$ cat src/rtl/rcl_pkg.sv
// constants and types shared by the reclocker rate, lock and alarm control block
package rcl_pkg;

   // register offsets
   localparam logic [7:0] RCL_OFS_PULSE_WIDTH = 8'h0E;
   localparam logic [7:0] RCL_OFS_RATE_MODE = 8'h12;
   localparam logic [7:0] RCL_OFS_BYPASS = 8'h14;
   localparam logic [7:0] RCL_OFS_LOOP_BW = 8'h16;
   localparam logic [7:0] RCL_OFS_RATE_IND = 8'h18;
   localparam logic [7:0] RCL_OFS_ALARM_CLEAR = 8'h85;
   localparam logic [7:0] RCL_OFS_ALARM_STATUS = 8'h88;
   localparam logic [7:0] RCL_OFS_DETECTED_RATE = 8'h89;

   // values after reset
   localparam logic [7:0] RCL_RST_PULSE_WIDTH = 8'h00;
   localparam logic [7:0] RCL_RST_RATE_MODE = 8'h00;
   localparam logic [7:0] RCL_RST_BYPASS = 8'h00;
   localparam logic [7:0] RCL_RST_LOOP_BW = 8'h20;
   localparam logic [7:0] RCL_RST_RATE_IND = 8'hC8;
   localparam logic [7:0] RCL_RST_ALARM_CLEAR = 8'h00;

   // field positions
   localparam int RCL_BIT_PDOWN = 0;
   localparam int RCL_BIT_FORCE_BYPASS = 1;
   localparam int RCL_LSB_RATE_MODE = 2;
   localparam int RCL_BIT_AUTO_BYPASS_DIS = 0;
   localparam int RCL_LSB_LOOP_BW = 4;
   localparam int RCL_BIT_UNLOCKED_POLICY = 5;
   localparam int RCL_BIT_ALARM_CLEAR = 0;
   localparam int RCL_LSB_PULSE_WIDTH = 0;
   localparam int RCL_BIT_DATA_UNLOCK = 0;
   localparam int RCL_BIT_SIGNAL_LOSS = 1;
   localparam int RCL_BIT_REF_MISSING = 2;
   localparam int RCL_BIT_REF_UNLOCK = 4;

   // rate codes, shared by detector result and manual selection
   typedef enum logic [1:0] {
      RCL_RATE_NONE = 2'h0,
      RCL_RATE_SD = 2'h1,
      RCL_RATE_HD = 2'h2,
      RCL_RATE_3G = 2'h3
   } rcl_rate_e;

   // control mode of the device
   typedef enum logic [1:0] {
      RCL_MODE_PIN_STRAP = 2'h0,
      RCL_MODE_FOUR_WIRE = 2'h1,
      RCL_MODE_TWO_WIRE = 2'h2
   } rcl_ctl_mode_e;

   // alarm pulse timing
   localparam int RCL_CLK_PERIOD_PS = 4000;
   localparam int RCL_PULSE_MIN_NS = 20;
   localparam int RCL_PULSE_MAX_NS = 2560;
   localparam int RCL_PULSE_STEPS = 15;
   localparam logic [9:0] RCL_PULSE_MIN_CYC =
      10'((RCL_PULSE_MIN_NS * 1000 + RCL_CLK_PERIOD_PS - 1) / RCL_CLK_PERIOD_PS);
   localparam logic [9:0] RCL_PULSE_MAX_CYC =
      10'((RCL_PULSE_MAX_NS * 1000) / RCL_CLK_PERIOD_PS);

   localparam int RCL_PULSE_CNT_W = 10;

endpackage

$ cat src/rtl/rcl_alarm_pulse.sv
// one-shot timer that holds the alarm pin low for a programmed width
`timescale 1ns/1ps
module rcl_alarm_pulse (
   input wire logic core_clk,
   input wire logic sys_rst,
   input wire logic trigger,
   input wire logic [3:0] width_sel,
   output logic pulse_active
);
   import rcl_pkg::*;

   typedef enum logic [1:0] {
      RCL_PS_IDLE = 2'b01,
      RCL_PS_LOW = 2'b10
   } rcl_pulse_state_e;

   typedef struct packed {
      rcl_pulse_state_e st;
      logic [RCL_PULSE_CNT_W-1:0] cnt;
      logic active;
   } rcl_pulse_s;

   rcl_pulse_s s_r;
   rcl_pulse_s s_nxt;
   logic [RCL_PULSE_CNT_W-1:0] width_cyc;

   // linear steps between the two end points, both hit exactly
   always_comb begin
      width_cyc = RCL_PULSE_MIN_CYC + RCL_PULSE_CNT_W'(
         (32'(width_sel) * 32'(RCL_PULSE_MAX_CYC - RCL_PULSE_MIN_CYC)) / RCL_PULSE_STEPS);
   end

   always_comb begin
      s_nxt = s_r;
      case (s_r.st)
         RCL_PS_IDLE: begin
            if (trigger) begin
               s_nxt.st = RCL_PS_LOW;
               s_nxt.cnt = width_cyc - RCL_PULSE_CNT_W'(1);
               s_nxt.active = 1'b1;
            end
         end
         RCL_PS_LOW: begin
            // a fresh alarm restarts the full width
            if (trigger) begin
               s_nxt.cnt = width_cyc - RCL_PULSE_CNT_W'(1);
            end else if (s_r.cnt == '0) begin
               s_nxt.st = RCL_PS_IDLE;
               s_nxt.active = 1'b0;
            end else begin
               s_nxt.cnt = s_r.cnt - RCL_PULSE_CNT_W'(1);
            end
         end
         default: begin
            s_nxt.st = RCL_PS_IDLE;
            s_nxt.cnt = '0;
            s_nxt.active = 1'b0;
         end
      endcase
   end

   always_ff @(posedge core_clk) begin
      if (sys_rst) begin
         s_r.st <= RCL_PS_IDLE;
         s_r.cnt <= '0;
         s_r.active <= 1'b0;
      end else begin
         s_r <= s_nxt;
      end
   end

   assign pulse_active = s_r.active;

endmodule // rcl_alarm_pulse

$ cat src/rtl/rcl_ctrl.sv
// register file, rate selection, lock flags and alarm pin control of the reclocker
`timescale 1ns/1ps

module rcl_ctrl (
   input wire logic core_clk,
   input wire logic sys_rst,
   // register port
   input wire logic [7:0] reg_addr,
   input wire logic [7:0] reg_wdata,
   input wire logic reg_wr,
   input wire logic reg_rd,
   output logic [7:0] reg_rdata,
   output logic reg_rvalid,
   // monitors from the analog side
   input wire logic ref_clk_present,
   input wire logic ref_pll_locked,
   input wire logic freq_in_window,
   input wire logic signal_loss_in,
   input wire rcl_pkg::rcl_rate_e auto_rate_detector,
   input wire rcl_pkg::rcl_ctl_mode_e control_mode,
   // controls to the analog side
   output rcl_pkg::rcl_rate_e rate_sel,
   output logic rate_auto,
   output logic bypass_en,
   output logic power_down,
   output logic [2:0] loop_bandwidth_sel,
   // pins
   output logic sd_rate_indicator_pin,
   output logic alarm_pulse_pin_o,
   output logic alarm_pulse_pin_oe
);
   import rcl_pkg::*;

   typedef struct packed {
      logic [7:0] pulse_width;
      logic [7:0] rate_mode;
      logic [7:0] bypass_ctl;
      logic [7:0] loop_bw;
      logic [7:0] rate_ind;
      logic [7:0] alarm_clear;
      logic data_unlock_lat;
      logic signal_loss_lat;
      logic [3:0] alarm_prev;
      logic alarm_trig;
      logic [7:0] rdata;
      logic rvalid;
      rcl_rate_e rate_sel;
      logic rate_auto;
      logic bypass;
      logic pdown;
      logic [2:0] bw_sel;
      logic sd_pin;
      logic alarm_oe;
   } rcl_ctrl_s;

   rcl_ctrl_s s_r;
   rcl_ctrl_s s_nxt;

   logic pulse_active;
   logic serial_mode;
   logic data_unlock_raw;
   logic ref_missing_raw;
   logic ref_unlock_raw;
   logic [3:0] alarm_now;
   logic [1:0] mode_field;
   logic manual;
   rcl_rate_e manual_rate;
   logic harmonic_ok;
   logic locked;
   rcl_rate_e locked_rate;
   logic [7:0] status_byte;
   logic [7:0] rate_byte;
   logic clear_held;

   rcl_alarm_pulse u_pulse (
      .core_clk(core_clk),
      .sys_rst(sys_rst),
      .trigger(s_r.alarm_trig),
      .width_sel(s_r.pulse_width[RCL_LSB_PULSE_WIDTH +: 4]),
      .pulse_active(pulse_active)
   );

   // decode of the present conditions
   always_comb begin
      ref_missing_raw = ~ref_clk_present;
      ref_unlock_raw = ~ref_pll_locked;
      data_unlock_raw = ~freq_in_window;
      mode_field = s_r.rate_mode[RCL_LSB_RATE_MODE +: 2];
      manual = (mode_field != 2'h0);
      manual_rate = rcl_rate_e'(mode_field);
      // a forced HD rate also accepts the next harmonic, 3G; SD and 3G accept only their own rate
      harmonic_ok = (auto_rate_detector == manual_rate) ||
                    ((manual_rate == RCL_RATE_HD) && (auto_rate_detector == RCL_RATE_3G));
      if (manual) begin
         locked = freq_in_window && harmonic_ok;
      end else begin
         locked = freq_in_window && (auto_rate_detector != RCL_RATE_NONE);
      end
      if (!locked) begin
         locked_rate = RCL_RATE_NONE;
      end else if (manual) begin
         locked_rate = auto_rate_detector;
      end else begin
         locked_rate = auto_rate_detector;
      end
      clear_held = s_r.alarm_clear[RCL_BIT_ALARM_CLEAR];
      serial_mode = (control_mode == RCL_MODE_FOUR_WIRE) ||
                    (control_mode == RCL_MODE_TWO_WIRE);
      alarm_now = {ref_unlock_raw, ref_missing_raw, data_unlock_raw, signal_loss_in};
   end

   // read views
   always_comb begin
      status_byte = 8'h00;
      status_byte[RCL_BIT_DATA_UNLOCK] = s_r.data_unlock_lat;
      status_byte[RCL_BIT_SIGNAL_LOSS] = s_r.signal_loss_lat;
      status_byte[RCL_BIT_REF_MISSING] = ref_missing_raw;
      status_byte[RCL_BIT_REF_UNLOCK] = ref_unlock_raw;
      rate_byte = {6'h00, locked_rate};
   end

   always_comb begin
      s_nxt = s_r;

      // register writes
      if (reg_wr) begin
         case (reg_addr)
            RCL_OFS_PULSE_WIDTH: s_nxt.pulse_width = reg_wdata;
            RCL_OFS_RATE_MODE: s_nxt.rate_mode = reg_wdata;
            RCL_OFS_BYPASS: s_nxt.bypass_ctl = reg_wdata;
            RCL_OFS_LOOP_BW: s_nxt.loop_bw = reg_wdata;
            RCL_OFS_RATE_IND: s_nxt.rate_ind = reg_wdata;
            RCL_OFS_ALARM_CLEAR: s_nxt.alarm_clear = reg_wdata;
            default: begin
            end
         endcase
      end

      // register reads, answered one cycle later
      s_nxt.rvalid = reg_rd;
      if (reg_rd) begin
         case (reg_addr)
            RCL_OFS_PULSE_WIDTH: s_nxt.rdata = s_r.pulse_width;
            RCL_OFS_RATE_MODE: s_nxt.rdata = s_r.rate_mode;
            RCL_OFS_BYPASS: s_nxt.rdata = s_r.bypass_ctl;
            RCL_OFS_LOOP_BW: s_nxt.rdata = s_r.loop_bw;
            RCL_OFS_RATE_IND: s_nxt.rdata = s_r.rate_ind;
            RCL_OFS_ALARM_CLEAR: s_nxt.rdata = s_r.alarm_clear;
            RCL_OFS_ALARM_STATUS: s_nxt.rdata = status_byte;
            RCL_OFS_DETECTED_RATE: s_nxt.rdata = rate_byte;
            default: s_nxt.rdata = 8'h00;
         endcase
      end

      // latched flags: the clear level dominates, so latching is frozen
      // for as long as software leaves the clear bit set
      if (clear_held) begin
         s_nxt.data_unlock_lat = 1'b0;
         s_nxt.signal_loss_lat = 1'b0;
      end else begin
         s_nxt.data_unlock_lat = s_r.data_unlock_lat | data_unlock_raw;
         s_nxt.signal_loss_lat = s_r.signal_loss_lat | signal_loss_in;
      end

      // any newly asserted alarm fires the pulse, unless the pins strap the device
      s_nxt.alarm_prev = alarm_now;
      s_nxt.alarm_trig = serial_mode && ((alarm_now & ~s_r.alarm_prev) != 4'h0);
      s_nxt.alarm_oe = serial_mode && pulse_active;

      // reclocker controls
      s_nxt.rate_auto = ~manual;
      s_nxt.rate_sel = manual ? manual_rate : auto_rate_detector;
      s_nxt.pdown = s_r.rate_mode[RCL_BIT_PDOWN];
      // unidentified rate passes the data through untimed
      s_nxt.bypass = s_r.rate_mode[RCL_BIT_FORCE_BYPASS] ||
                     (~s_r.bypass_ctl[RCL_BIT_AUTO_BYPASS_DIS] && ~manual &&
                      (auto_rate_detector == RCL_RATE_NONE));
      // no clamp above 2x: software owns the jitter trade-off
      s_nxt.bw_sel = s_r.loop_bw[RCL_LSB_LOOP_BW +: 3];

      // rate indicator: 3G reports as HD so the cable driver keeps fast edges
      if (locked) begin
         s_nxt.sd_pin = (locked_rate == RCL_RATE_SD);
      end else begin
         s_nxt.sd_pin = s_r.rate_ind[RCL_BIT_UNLOCKED_POLICY];
      end
   end

   always_ff @(posedge core_clk) begin
      if (sys_rst) begin
         s_r.pulse_width <= RCL_RST_PULSE_WIDTH;
         s_r.rate_mode <= RCL_RST_RATE_MODE;
         s_r.bypass_ctl <= RCL_RST_BYPASS;
         s_r.loop_bw <= RCL_RST_LOOP_BW;
         s_r.rate_ind <= RCL_RST_RATE_IND;
         s_r.alarm_clear <= RCL_RST_ALARM_CLEAR;
         s_r.data_unlock_lat <= 1'b0;
         s_r.signal_loss_lat <= 1'b0;
         s_r.alarm_prev <= 4'h0;
         s_r.alarm_trig <= 1'b0;
         s_r.rdata <= 8'h00;
         s_r.rvalid <= 1'b0;
         s_r.rate_sel <= RCL_RATE_NONE;
         s_r.rate_auto <= 1'b1;
         s_r.bypass <= 1'b0;
         s_r.pdown <= 1'b0;
         s_r.bw_sel <= RCL_RST_LOOP_BW[RCL_LSB_LOOP_BW +: 3];
         s_r.sd_pin <= 1'b0;
         s_r.alarm_oe <= 1'b0;
      end else begin
         s_r <= s_nxt;
      end
   end

   assign reg_rdata = s_r.rdata;
   assign reg_rvalid = s_r.rvalid;
   assign rate_sel = s_r.rate_sel;
   assign rate_auto = s_r.rate_auto;
   assign bypass_en = s_r.bypass;
   assign power_down = s_r.pdown;
   assign loop_bandwidth_sel = s_r.bw_sel;
   assign sd_rate_indicator_pin = s_r.sd_pin;
   // open drain: only ever pulls low; the released level comes from the pull-up
   assign alarm_pulse_pin_o = 1'b0;
   assign alarm_pulse_pin_oe = s_r.alarm_oe;

endmodule // rcl_ctrl

$ cat config.mk
export PLATFORM = sky130hd
export DESIGN_NAME = rcl_ctrl
export DESIGN_NICKNAME = d
export VERILOG_FILES = /design/src/rtl/rcl_pkg.sv /design/src/rtl/rcl_alarm_pulse.sv /design/src/rtl/rcl_ctrl.sv
export SDC_FILE = /design/constraint.sdc
export NUM_CORES = 1
export LEC_CHECK = 0
export BUFFER_PORTS_ARGS = -buffer_cell sky130_fd_sc_hd__buf_4
export CAP_MARGIN = 20
export CELL_PAD_IN_SITES_DETAIL_PLACEMENT = 0
export CELL_PAD_IN_SITES_GLOBAL_PLACEMENT = 1
export CORE_AREA = 3 3 125 152
export DETAILED_ROUTE_END_ITERATION = 16
export DIE_AREA = 0 0 128 155
export HOLD_SLACK_MARGIN = 0.02
export MAX_ROUTING_LAYER = met4
export PLACE_DENSITY_LB_ADDON = 0.1
export SKIP_CTS_REPAIR_TIMING = 1
export SLEW_MARGIN = 20
export SYNTH_ARGS = -nofsm -noshare
export SYNTH_HDL_FRONTEND = slang
export SYNTH_HIERARCHICAL = 1
export SYNTH_SLANG_ARGS = --single-unit
$ cat constraint.sdc
create_clock -name core_clk -period 8.95 [get_ports core_clk]
set_input_delay 1.3425 -clock core_clk [delete_from_list [all_inputs] [get_ports core_clk]]
set_output_delay 1.3425 -clock core_clk [all_outputs]
set_load 0.01 [all_outputs]
# [Word-level counts from Yosys, hierarchy flattened]
# Index checks and enable logic that the tools add are counted.
[totals] ff_bits=87 input_bits=28 out_inout_bits=20
[classes] add_sub_neg=3 multipliers=1 div_mod_pow=1 eq_ne=20 mux=13 bitwise_logic=9 reduce_logical=24
[ops] operator="case mux 8 bit (8 select lines)" n=1
[ops] operator="divider 14 x 4 -> 32 bit, second input constant" n=1
[ops] operator="equality test 8 x 5 -> 1 bit, second input constant" n=4
[ops] operator="case mux 13 bit (2 select lines)" n=1
[ops] operator="equality test 8 bit, second input constant" n=3
[ops] operator="two-way mux 10 bit" n=2
[ops] operator="subtractor 10 x 1 -> 10 bit, second input constant" n=2
[ops] operator="multiplier 4 x 10 -> 14 bit, second input constant" n=1
[ops] operator="AND reduction 2 bit" n=7
[ops] operator="two-way mux 13 bit" n=1
[ops] operator="adder 3 x 10 -> 10 bit, first input constant" n=1
[ops] operator="zero test 10 bit" n=1
[ops] operator="equality test 2 bit, second input constant" n=4
[ops] operator="equality test 8 x 4 -> 1 bit, second input constant" n=1
[ops] operator="two-way mux 2 bit" n=4
[ops] operator="logical AND 1 bit" n=7
[ops] operator="equality test 2 x 1 -> 1 bit, second input constant" n=3
[ops] operator="inverter 1 bit" n=5
[ops] operator="bitwise AND 4 bit" n=1
[ops] operator="two-way mux 1 bit" n=4
[ops] operator="!= test 2 bit, second input constant" n=2
[ops] operator="inverter 4 bit" n=1
[ops] operator="nonzero test 2 bit" n=2
[ops] operator="nonzero test 4 bit" n=1
[ops] operator="8 further kinds" n=11

# [Depth between registers and ports, before layout]
# Gate-level depths: netlist (run 1).
[logic_depth] ltp_word=8 ltp_mapped=47 depth_no_buf=42

# [Cells and area by module]
# The synthesis (run 1) kept the hierarchy.
[modules_own_cells] module="rcl_alarm_pulse" instances=1 cells_each=538 area_each_um2=4008.8 seq_area_each_um2=240.2
[modules_own_cells] module="rcl_ctrl" instances=1 cells_each=368 area_each_um2=3354.5 seq_area_each_um2=1481.4

# [Worst setup path before layout (run 1)]
# Ideal clock, no wire load.
[synth_timing] path_kind="register -> register" startpoint="reg s_r[68] in the netlist's numbering" endpoint="reg u_pulse/s_r[1] in the netlist's numbering" arrival_ps=9670 required_ps=8859 slack_ps=-811 path_stages_with_launch=47 synth_period_minus_slack_ps=9761 cell_sequence="dfxtp_1 inv_1 ha_1 xnor2_1 ha_1 a21o_1 ha_1 a211oi_4 o21a_4 xnor2_4 a2111o_1 buf_6 nor2_1 nor3_1 ha_1 nor2b_1 and4_1 and3_1 [... 11 more ...] and3b_1 buf_6 inv_8 mux2i_2 o21a_4 a21oi_4 a31oi_2 ha_1 clkbuf_1 nand2_1 or3_1 a41oi_1 o21ai_1 o2111ai_2 a31oi_2 nor4_1 a211oi_1 a311oi_1"
[synth_between] elab_chain_len=6 elab_cells_between_ends=7
[synth_lines] item="start, declared" line="rcl_ctrl.sv:56" text="rcl_ctrl_s s_r;"
[synth_lines] item="start signal, assigned" line="rcl_ctrl.sv:211" text="s_r <= s_nxt;"
[synth_lines] item="multiplier 4 x 10 -> 14 bit (*)" line="rcl_alarm_pulse.sv:30" text="(32'(width_sel) * 32'(RCL_PULSE_MAX_CYC - RCL_PULSE_MIN_CYC)) / RCL_PULSE_STEPS);"
[synth_lines] item="divider 14 x 4 -> 32 bit (*)" line="rcl_alarm_pulse.sv:30"
[synth_lines] item="adder 3 x 10 -> 10 bit (*)" line="rcl_alarm_pulse.sv:29" text="width_cyc = RCL_PULSE_MIN_CYC + RCL_PULSE_CNT_W'("
[synth_lines] item="subtractor 10 x 1 -> 10 bit (*)" line="rcl_alarm_pulse.sv:39, rcl_alarm_pulse.sv:46"
[synth_lines] item="two-way mux 10 bit / two-way mux 13 bit (equally long branches)" line="rcl_alarm_pulse.sv:45, rcl_alarm_pulse.sv:37"
[synth_lines] item="case mux 13 bit (2 select lines) (*)" line="rcl_alarm_pulse.sv:35" text="case (s_r.st)"
[synth_lines] item="end signal, assigned" line="rcl_alarm_pulse.sv:68" text="s_r <= s_nxt;"
[synth_lines] item="end, declared" line="rcl_alarm_pulse.sv:23" text="rcl_pulse_s s_r;"
# Mark *: on every way between the ends. The rest lies on a longest branch, timed or not. The select of a mux whose other input is x is not followed.
# A chain may end at the register's enable or synchronous reset.

# [Final worst setup path (run 1)]
[layout_timing] startpoint="reg s_r[67] in the netlist's numbering" endpoint="reg u_pulse/s_r[1] in the netlist's numbering"
# Same word-level chain as after synthesis.

==> summary.md, run 1 <==
| Metric | Value |
|---|---|
| Setup Crit Path Kind | `reg2reg` |
| Drt initial violations | `between 400 and 500` |
| CTS max path bufs | `2` |
| Met1 Use GR | `0.261` |
| HP Class | `reg2reg` |
| GPL Wtd Cong | `between 0.9 and 1` |
| Syn Nets | `approximately 970` |
| DIE AREA | `19800 µm²` |
| Dominant synthesized flop cell | `dfxtp_1` |
| Share of cells above drive strength 1 | `0.252` |
| Crit path required time | `9200 ps` |
| Via count | `just over 7000` |
| Seq. cell area | `between 1500 and 2000 µm²` |
| Worst path arrival time | `approximately 9000 ps` |
| Crit-path max cell delay | `600 ps` |
| Synth area leader | `dfxtp_1` |
| Crit path buf inv count | `2` |
| CTS Buf Count | `9` |
| RSZ-0062 raised after global routing | `true` |
| Setup crit end | `u_pulse/s_r[1]` |
| Max-cap viol count | `0` |
| Flops & latches, synth | `86` |
| Clock slew at reported path FFs | `approximately 60 ps` |
| Fillcell total | `around 1700` |
| Synth top area cells | `dfxtp_1 23%, ha_1 5.4%, mux2i_1 5.0%` |
| Final wirelength | `~23000 µm` |
| Worst IR Drop VDD | `approximately 0.11 mV` |
| Crit share post-route | `1.01` |
| Final worst slack | `-56.0 ps` |
| Worst path depth | `just over 40` |
| Fin. Hold Viols | `0` |
| TritonCTS clock tree | `done` |
| Rows | `53` |
| Count of cell types in the netlist | `approximately 110` |
| Final Core Density | `0.514` |
| Number of I/O pins | `48` |
| Initial antenna violation count | `0` |
| Yosys top cell area share | `0.234` |
| Worst Skew | `10.7 ps` |
| Critical Path Sink Type | `flop` |
| FMAX | `between 0.1 and 0.15 GHz` |
| CORE AREA | `approximately 18000 µm²` |
| GRT met3 Usage | `0.0247` |
| Busiest grt layer | `met2` |
| R2R cell count | `slightly above 40` |
| Post-synth EDFFs | `0` |
| First-pass DRT Iterations | `4` |
| Rel. slew slack | `0.382` |
| Placement Cell Area | `between 8000 and 9000 µm²` |
| Routed WL per cell | `18.6 µm` |
| Die Y | `approximately 160 µm` |
| Multi-input gate area | `5610 µm²` |
| Final hold slack | `around 450 ps` |
| Seq/Total Area, Yosys | `0.234` |
| Dpl cells | `1170` |
| Syn Area/Cell | `slightly above 8 µm²` |
| Critical path launch point type | `flop` |
| Critical Path Source | `s_r[67]` |
| Aggregate global routing overflow | `0` |
| FF-to-FF End | `u_pulse/s_r[1]` |
| Final-report setup violation count | `2` |
| Met2 usage | `0.405` |
| Crit path time final | `approximately 9000 ps` |
| Top cells by count, synth | `96 x nor2_1, 86 x dfxtp_1, 75 x nand2_1` |
| GRT Overall Usage | `0.226` |
| I/O Buffers | `46` |
| Critical path's slowest cell | `fa_2` |
| Post-detail-place hpwl | `about 17000 µm` |
| Worst slew pin tran | `between 900 and 1000 ps` |
| Area Growth Syn to Fin | `22.1%` |
| Die W | `roughly 130 µm` |
| N_diodes | `0` |
| Largest net degree at the start of global routing | `80` |
| First-pass GRT wire length | `around 36000 µm` |
| Synth Instances | `about 910` |
| Status | `finished, violations left` |
| CTS Sinks | `86` |
| Crit-path leading delay family | `compound AO/OA/AOI/OAI gates` |
| DRC errors left | `0` |
| Top-count cell post-synth | `nor2_1` |
| Initial Utilization | `0.421` |
| Nets | `roughly 1100` |
| LEAKAGE | `between 3 and 4 nW` |
| Vias in the first global route | `about 6900` |
| Flop2flop setup slack | `-60 ps` |
| Worst-skew pair later-pin latency | `340 ps` |
| Crit path max fanout | `6` |
| Synth warn | `6` |
| Setup tns final | `-65.8 ps` |
| Power density over the cells | `around 100 nW/µm²` |
| CTS Root Cell | `clkbuf_16` |
| Worst r2r src | `s_r[67]` |
| Post-Place Setup Slack | `-367 ps` |
| Number of H-tree levels | `3` |
| Max Slew Vio Count | `0` |
| Cell Area, Synth | `approximately 7400 µm²` |
| Ys async rst share | `0` |
| Failing checks | `negative setup slack` |
| Total Power | `about 0.9 mW` |
| Non-filler cells in the finished layout | `about 1200` |
| Fin area | `~9000 µm²` |
| Routed Antenna Nets | `0` |
| Via density per instance | `just under 6` |
worst register-to-register path, delay by kind of cell (launching register included):
| kind | cells | cell delay, ps |
|---|---|---|
| and+or+nand+nor | 10 | 1920 |
| muxes | 1 | 170 |
| xor gates and xnor gates | 3 | 550 |
| buffers and inverters | 2 | 230 |
| DFF | 1 | 380 |
| AOI/OAI and AO/OA | 20 | 3980 |
| adders and majority gates | 5 | 1650 |
metal layers:
layer / vias up / part of all wire
met3: 40 / 0.034
met5: - / 0
li1: 3518 / -
met4: 0 / 0.027
met1: 3443 / 0.41
met2: 193 / 0.53
cell type report:
type | count | share of cell area
multi-input cells | 734 | 0.624
flip-flops and latches | 86 | 0.193
repair buffers | 124 | 0.104
clock buffers | 13 | 0.0313
well taps | 220 | 0.0306
inverters | 33 | 0.0146
clock inverters | 3 | 0.00251
logic make-up after synthesis:
kind of cell / after synthesis / share of synthesized area
adders and majority gates: 35 / 0.0625
and+or+nand+nor: 346 / 0.245
AOI/OAI and AO/OA: 263 / 0.274
other: 1 / 0.000509
buffers and inverters: 86 / 0.0571
muxes: 46 / 0.0668
DFF: 86 / 0.234
xor gates and xnor gates: 43 / 0.0598
flip-flops by register name (all words and copies together), names as in the netlist:
| register | cells |
|---|---|
| power_down | 1 |
| u_pulse/pulse_active | 1 |
| bypass_en | 1 |
| reg_rdata | 8 |
| reg_rvalid | 1 |
| rate_auto | 1 |
| manual_rate | 2 |
| s_r | 48 |
| u_pulse/s_r | 11 |
| alarm_pulse_pin_oe | 1 |
| rate_sel | 2 |
| sd_rate_indicator_pin | 1 |
| loop_bandwidth_sel | 3 |
| clear_held | 1 |
| s_nxt | 4 |
layout by cell type, fill, tap and decap left out, types with 19 or more instances in the layout:
| cell type | synthesis | final |
|---|---|---|
| buf_4 | 15 | 123 |
| nor2_1 | 96 | 94 |
| dfxtp_1 | 86 | 83 |
| nand2_1 | 75 | 75 |
| a21oi_1 | 61 | 56 |
| mux2i_1 | 37 | 36 |
| nand3_1 | 33 | 33 |
| inv_1 | 31 | 31 |
| xnor2_1 | 24 | 24 |
| o21ai_0 | 25 | 23 |
| ha_1 | 32 | 23 |
| nor3_1 | 21 | 19 |
where the power goes:
group          internal [mW]  switching (mW)
logic                 0.0487          0.0810
registers              0.389         0.00646
clock network          0.222           0.157
worst min path at each step:
stage / cells after the start / endpoint / startpoint
floorplan: 2 / reg_rdata[3] / reg_rdata[3]
global placement: 1 / s_r[40] / s_r[40]
detailed placement: 2 / reg_rdata[7] / reg_rdata[7]
CTS: 2 / s_r[28] / s_r[28]
global route: 1 / s_r[40] / s_r[40]
finish: 2 / reg_rdata[7] / reg_rdata[7]
No activity file was read; power rests on OpenSTA's default activity.
==> run 2, diff against run 1 <==
Settings changed: BUFFER_PORTS_ARGS -buffer_cell sky130_fd_sc_hd__buf_4 to -buffer_cell sky130_fd_sc_hd__buf_2.
==> run 2 against run 1 <==
Wire length is 0.99% higher. Critical path type unchanged. The run still ends with negative setup slack left. Largest cell class unchanged. Clock power increased by 10%. Sequential power hardly changed. Setup slack worse by 240 ps. Sequential share of layout area decreased by 0.067 points.
==> summary.md, run 2 (synthesis results as in run 1) <==
| Metric | Value |
|---|---|
| Status | `finished, violations left` |
| Failing checks | `negative setup slack` |
| Die W | `roughly 130 µm` |
| CORE AREA | `around 18000 µm²` |
| Met3 WL | `approximately 560 µm` |
| LEAKAGE | `around 3.7 nW` |
| N_diodes | `0` |
| Crit-path max cell delay | `~500 ps` |
| Number of H-tree levels | `3` |
| Rel. slew slack | `0.376` |
| DRC errors left | `0` |
| CTS Buf Count | `9` |
| Share of cells above drive strength 1 | `0.264` |
| Post-Place Setup Slack | `-446 ps` |
| Vias in the first global route | `slightly above 7000` |
| Placement Cell Area | `between 8000 and 9000 µm²` |
| GRT Overall Usage | `0.224` |
| Highest routed layer | `met4` |
| Worst-skew pair later-pin latency | `around 340 ps` |
| Initial antenna violation count | `0` |
| Max reg flops | `between 40 and 50` |
| Critical path launch point type | `flop` |
| First-pass DRT Iterations | `5` |
| DIE AREA | `a little under 20000 µm²` |
| First-pass GRT wire length | `between 30000 and 40000 µm` |
| Worst Skew | `a little over 9 ps` |
| I/O Buffers | `46` |
| Via count | `roughly 7300` |
| GPL Wtd Cong | `about 0.94` |
| Area Growth Syn to Fin | `22.5%` |
| Worst slew pin tran | `slightly above 900 ps` |
| Final hold slack | `456 ps` |
| Max Slew Vio Count | `0` |
| Max-cap viol count | `0` |
| Via density per instance | `approximately 6` |
| Commonest non-fill, non-tap cell in the layout | `nor2_1` |
| Crit share post-route | `1.03` |
| Number of I/O pins | `48` |
| Die Y | `~160 µm` |
| RSZ-0062 raised after global routing | `true` |
| Final-report setup violation count | `2` |
| Wire length on met1 | `~9500 µm` |
| Top cell by count, worst path | `ha_4` |
| Power density over the cells | `approximately 100 nW/µm²` |
| Hold path depth | `2` |
| Routed WL per cell | `between 15 and 20 µm` |
| Dpl cells | `approximately 1200` |
| Crit path time final | `roughly 9200 ps` |
| FF-to-FF End | `u_pulse/s_r[1]` |
| Nets | `about 1100` |
| Setup Crit Path Kind | `reg2reg` |
| Aggregate global routing overflow | `0` |
| HP Class | `reg2reg` |
| Initial Utilization | `0.421` |
| Fin. Hold Viols | `0` |
| Routed Antenna Nets | `0` |
| Most flops, register | `s_r` |
| Final wirelength | `roughly 23000 µm` |
| Clock slew at reported path FFs | `70 ps` |
| Rows | `53` |
| Most frequent cells in the layout | `93 x nor2_1, 83 x dfxtp_1, 83 x buf_4, 72 x nand2_1, 56 x a21oi_1` |
| Critical path's slowest cell | `fa_2` |
| Worst path arrival time | `~9400 ps` |
| R2R cell count | `44` |
| FMAX | `around 0.11 GHz` |
| Crit path max fanout | `8` |
| DR WL met2 | `roughly 12000 µm` |
| Non-filler cells in the finished layout | `between 1000 and 1500` |
| Fillcell total | `1679` |
| Fin area | `9020 µm²` |
| Post-detail-place hpwl | `between 15000 and 20000 µm` |
| Flop2flop setup slack | `-290 ps` |
| Drt initial violations | `435` |
| CTS Root Cell | `clkbuf_16` |
| Hold Crit Endpoint | `reg_rdata[7]` |
| Worst Hold Launch | `reg_rdata[7]` |
| CTS Sinks | `86` |
| Critical Path Sink Type | `flop` |
| Crit path required time | `slightly above 9000 ps` |
| Worst IR Drop VDD | `about 0.15 mV` |
| TritonCTS clock tree | `done` |
| Largest net degree at the start of global routing | `80` |
| CTS max path bufs | `2` |
| Final worst slack | `-294 ps` |
| Final Core Density | `0.515` |
| Worst r2r src | `s_r[68]` |
run 2: cell count changes in the layout (fill, tap and decap cells not counted), sizes merged:
cell and delta:
bufinv +2, buf +7, inv -1, clkbuf -1
run 2: final cells by class:
cell class | count | area, µm² | share of cell area
clock buffers | 12 | 258 | 0.0286
clock inverters | 4 | 76.3 | 0.00846
inverters | 33 | 131 | 0.0146
multi-input cells | 734 | 5670 | 0.629
flip-flops and latches | 86 | 1730 | 0.192
well taps | 220 | 275 | 0.0305
repair buffers | 131 | 876 | 0.0971
run 2: worst max-delay path by stage:
stage	startpoint	endpoint	slack, ps	cells after the start
floorplan	s_r[68]	u_pulse/s_r[1]	-90	46
global placement	s_r[68]	u_pulse/s_r[1]	-150	39
detailed placement	s_r[68]	u_pulse/s_r[1]	-450	40
CTS	s_r[68]	u_pulse/s_r[1]	-490	40
global route	s_r[68]	u_pulse/s_r[1]	-750	44
finish	s_r[68]	u_pulse/s_r[1]	-290	44
run 2: per-stage QoR:
stage	setup TNS, ps	total power, mW
floorplan	-93.1	0.491
global placement	-210	0.527
detailed placement	-786	0.528
CTS	-884	0.949
global route	-1400	0.981
finish	-427	0.940
run 2: worst max-delay path: cells and delay by family (launching register included):
family / cells / cell delay [ps]
buffers and inverters: 4 / 560
XOR/XNOR: 3 / 610
adder cells (fa/ha/maj): 5 / 1430
AND/OR/NAND/NOR: 9 / 1550
multiplexers: 1 / 250
flip-flops: 1 / 420
AO/OA/AOI/OAI: 22 / 4240
run 2: report_power, final:
group	total, mW	switching, mW	internal, mW
logic	0.127	0.0823	0.0449
registers	0.396	0.00659	0.389
clock network	0.417	0.154	0.263
total	0.940	0.243	0.697
run 2: per-layer routing:
metal / vias to the layer above / global-route usage
met2: 154 / 0.411
met3: 37 / 0.0199
met1: 3530 / 0.257
met4: 0 / 0.0703
li1: 3541 / -
met5: - / -
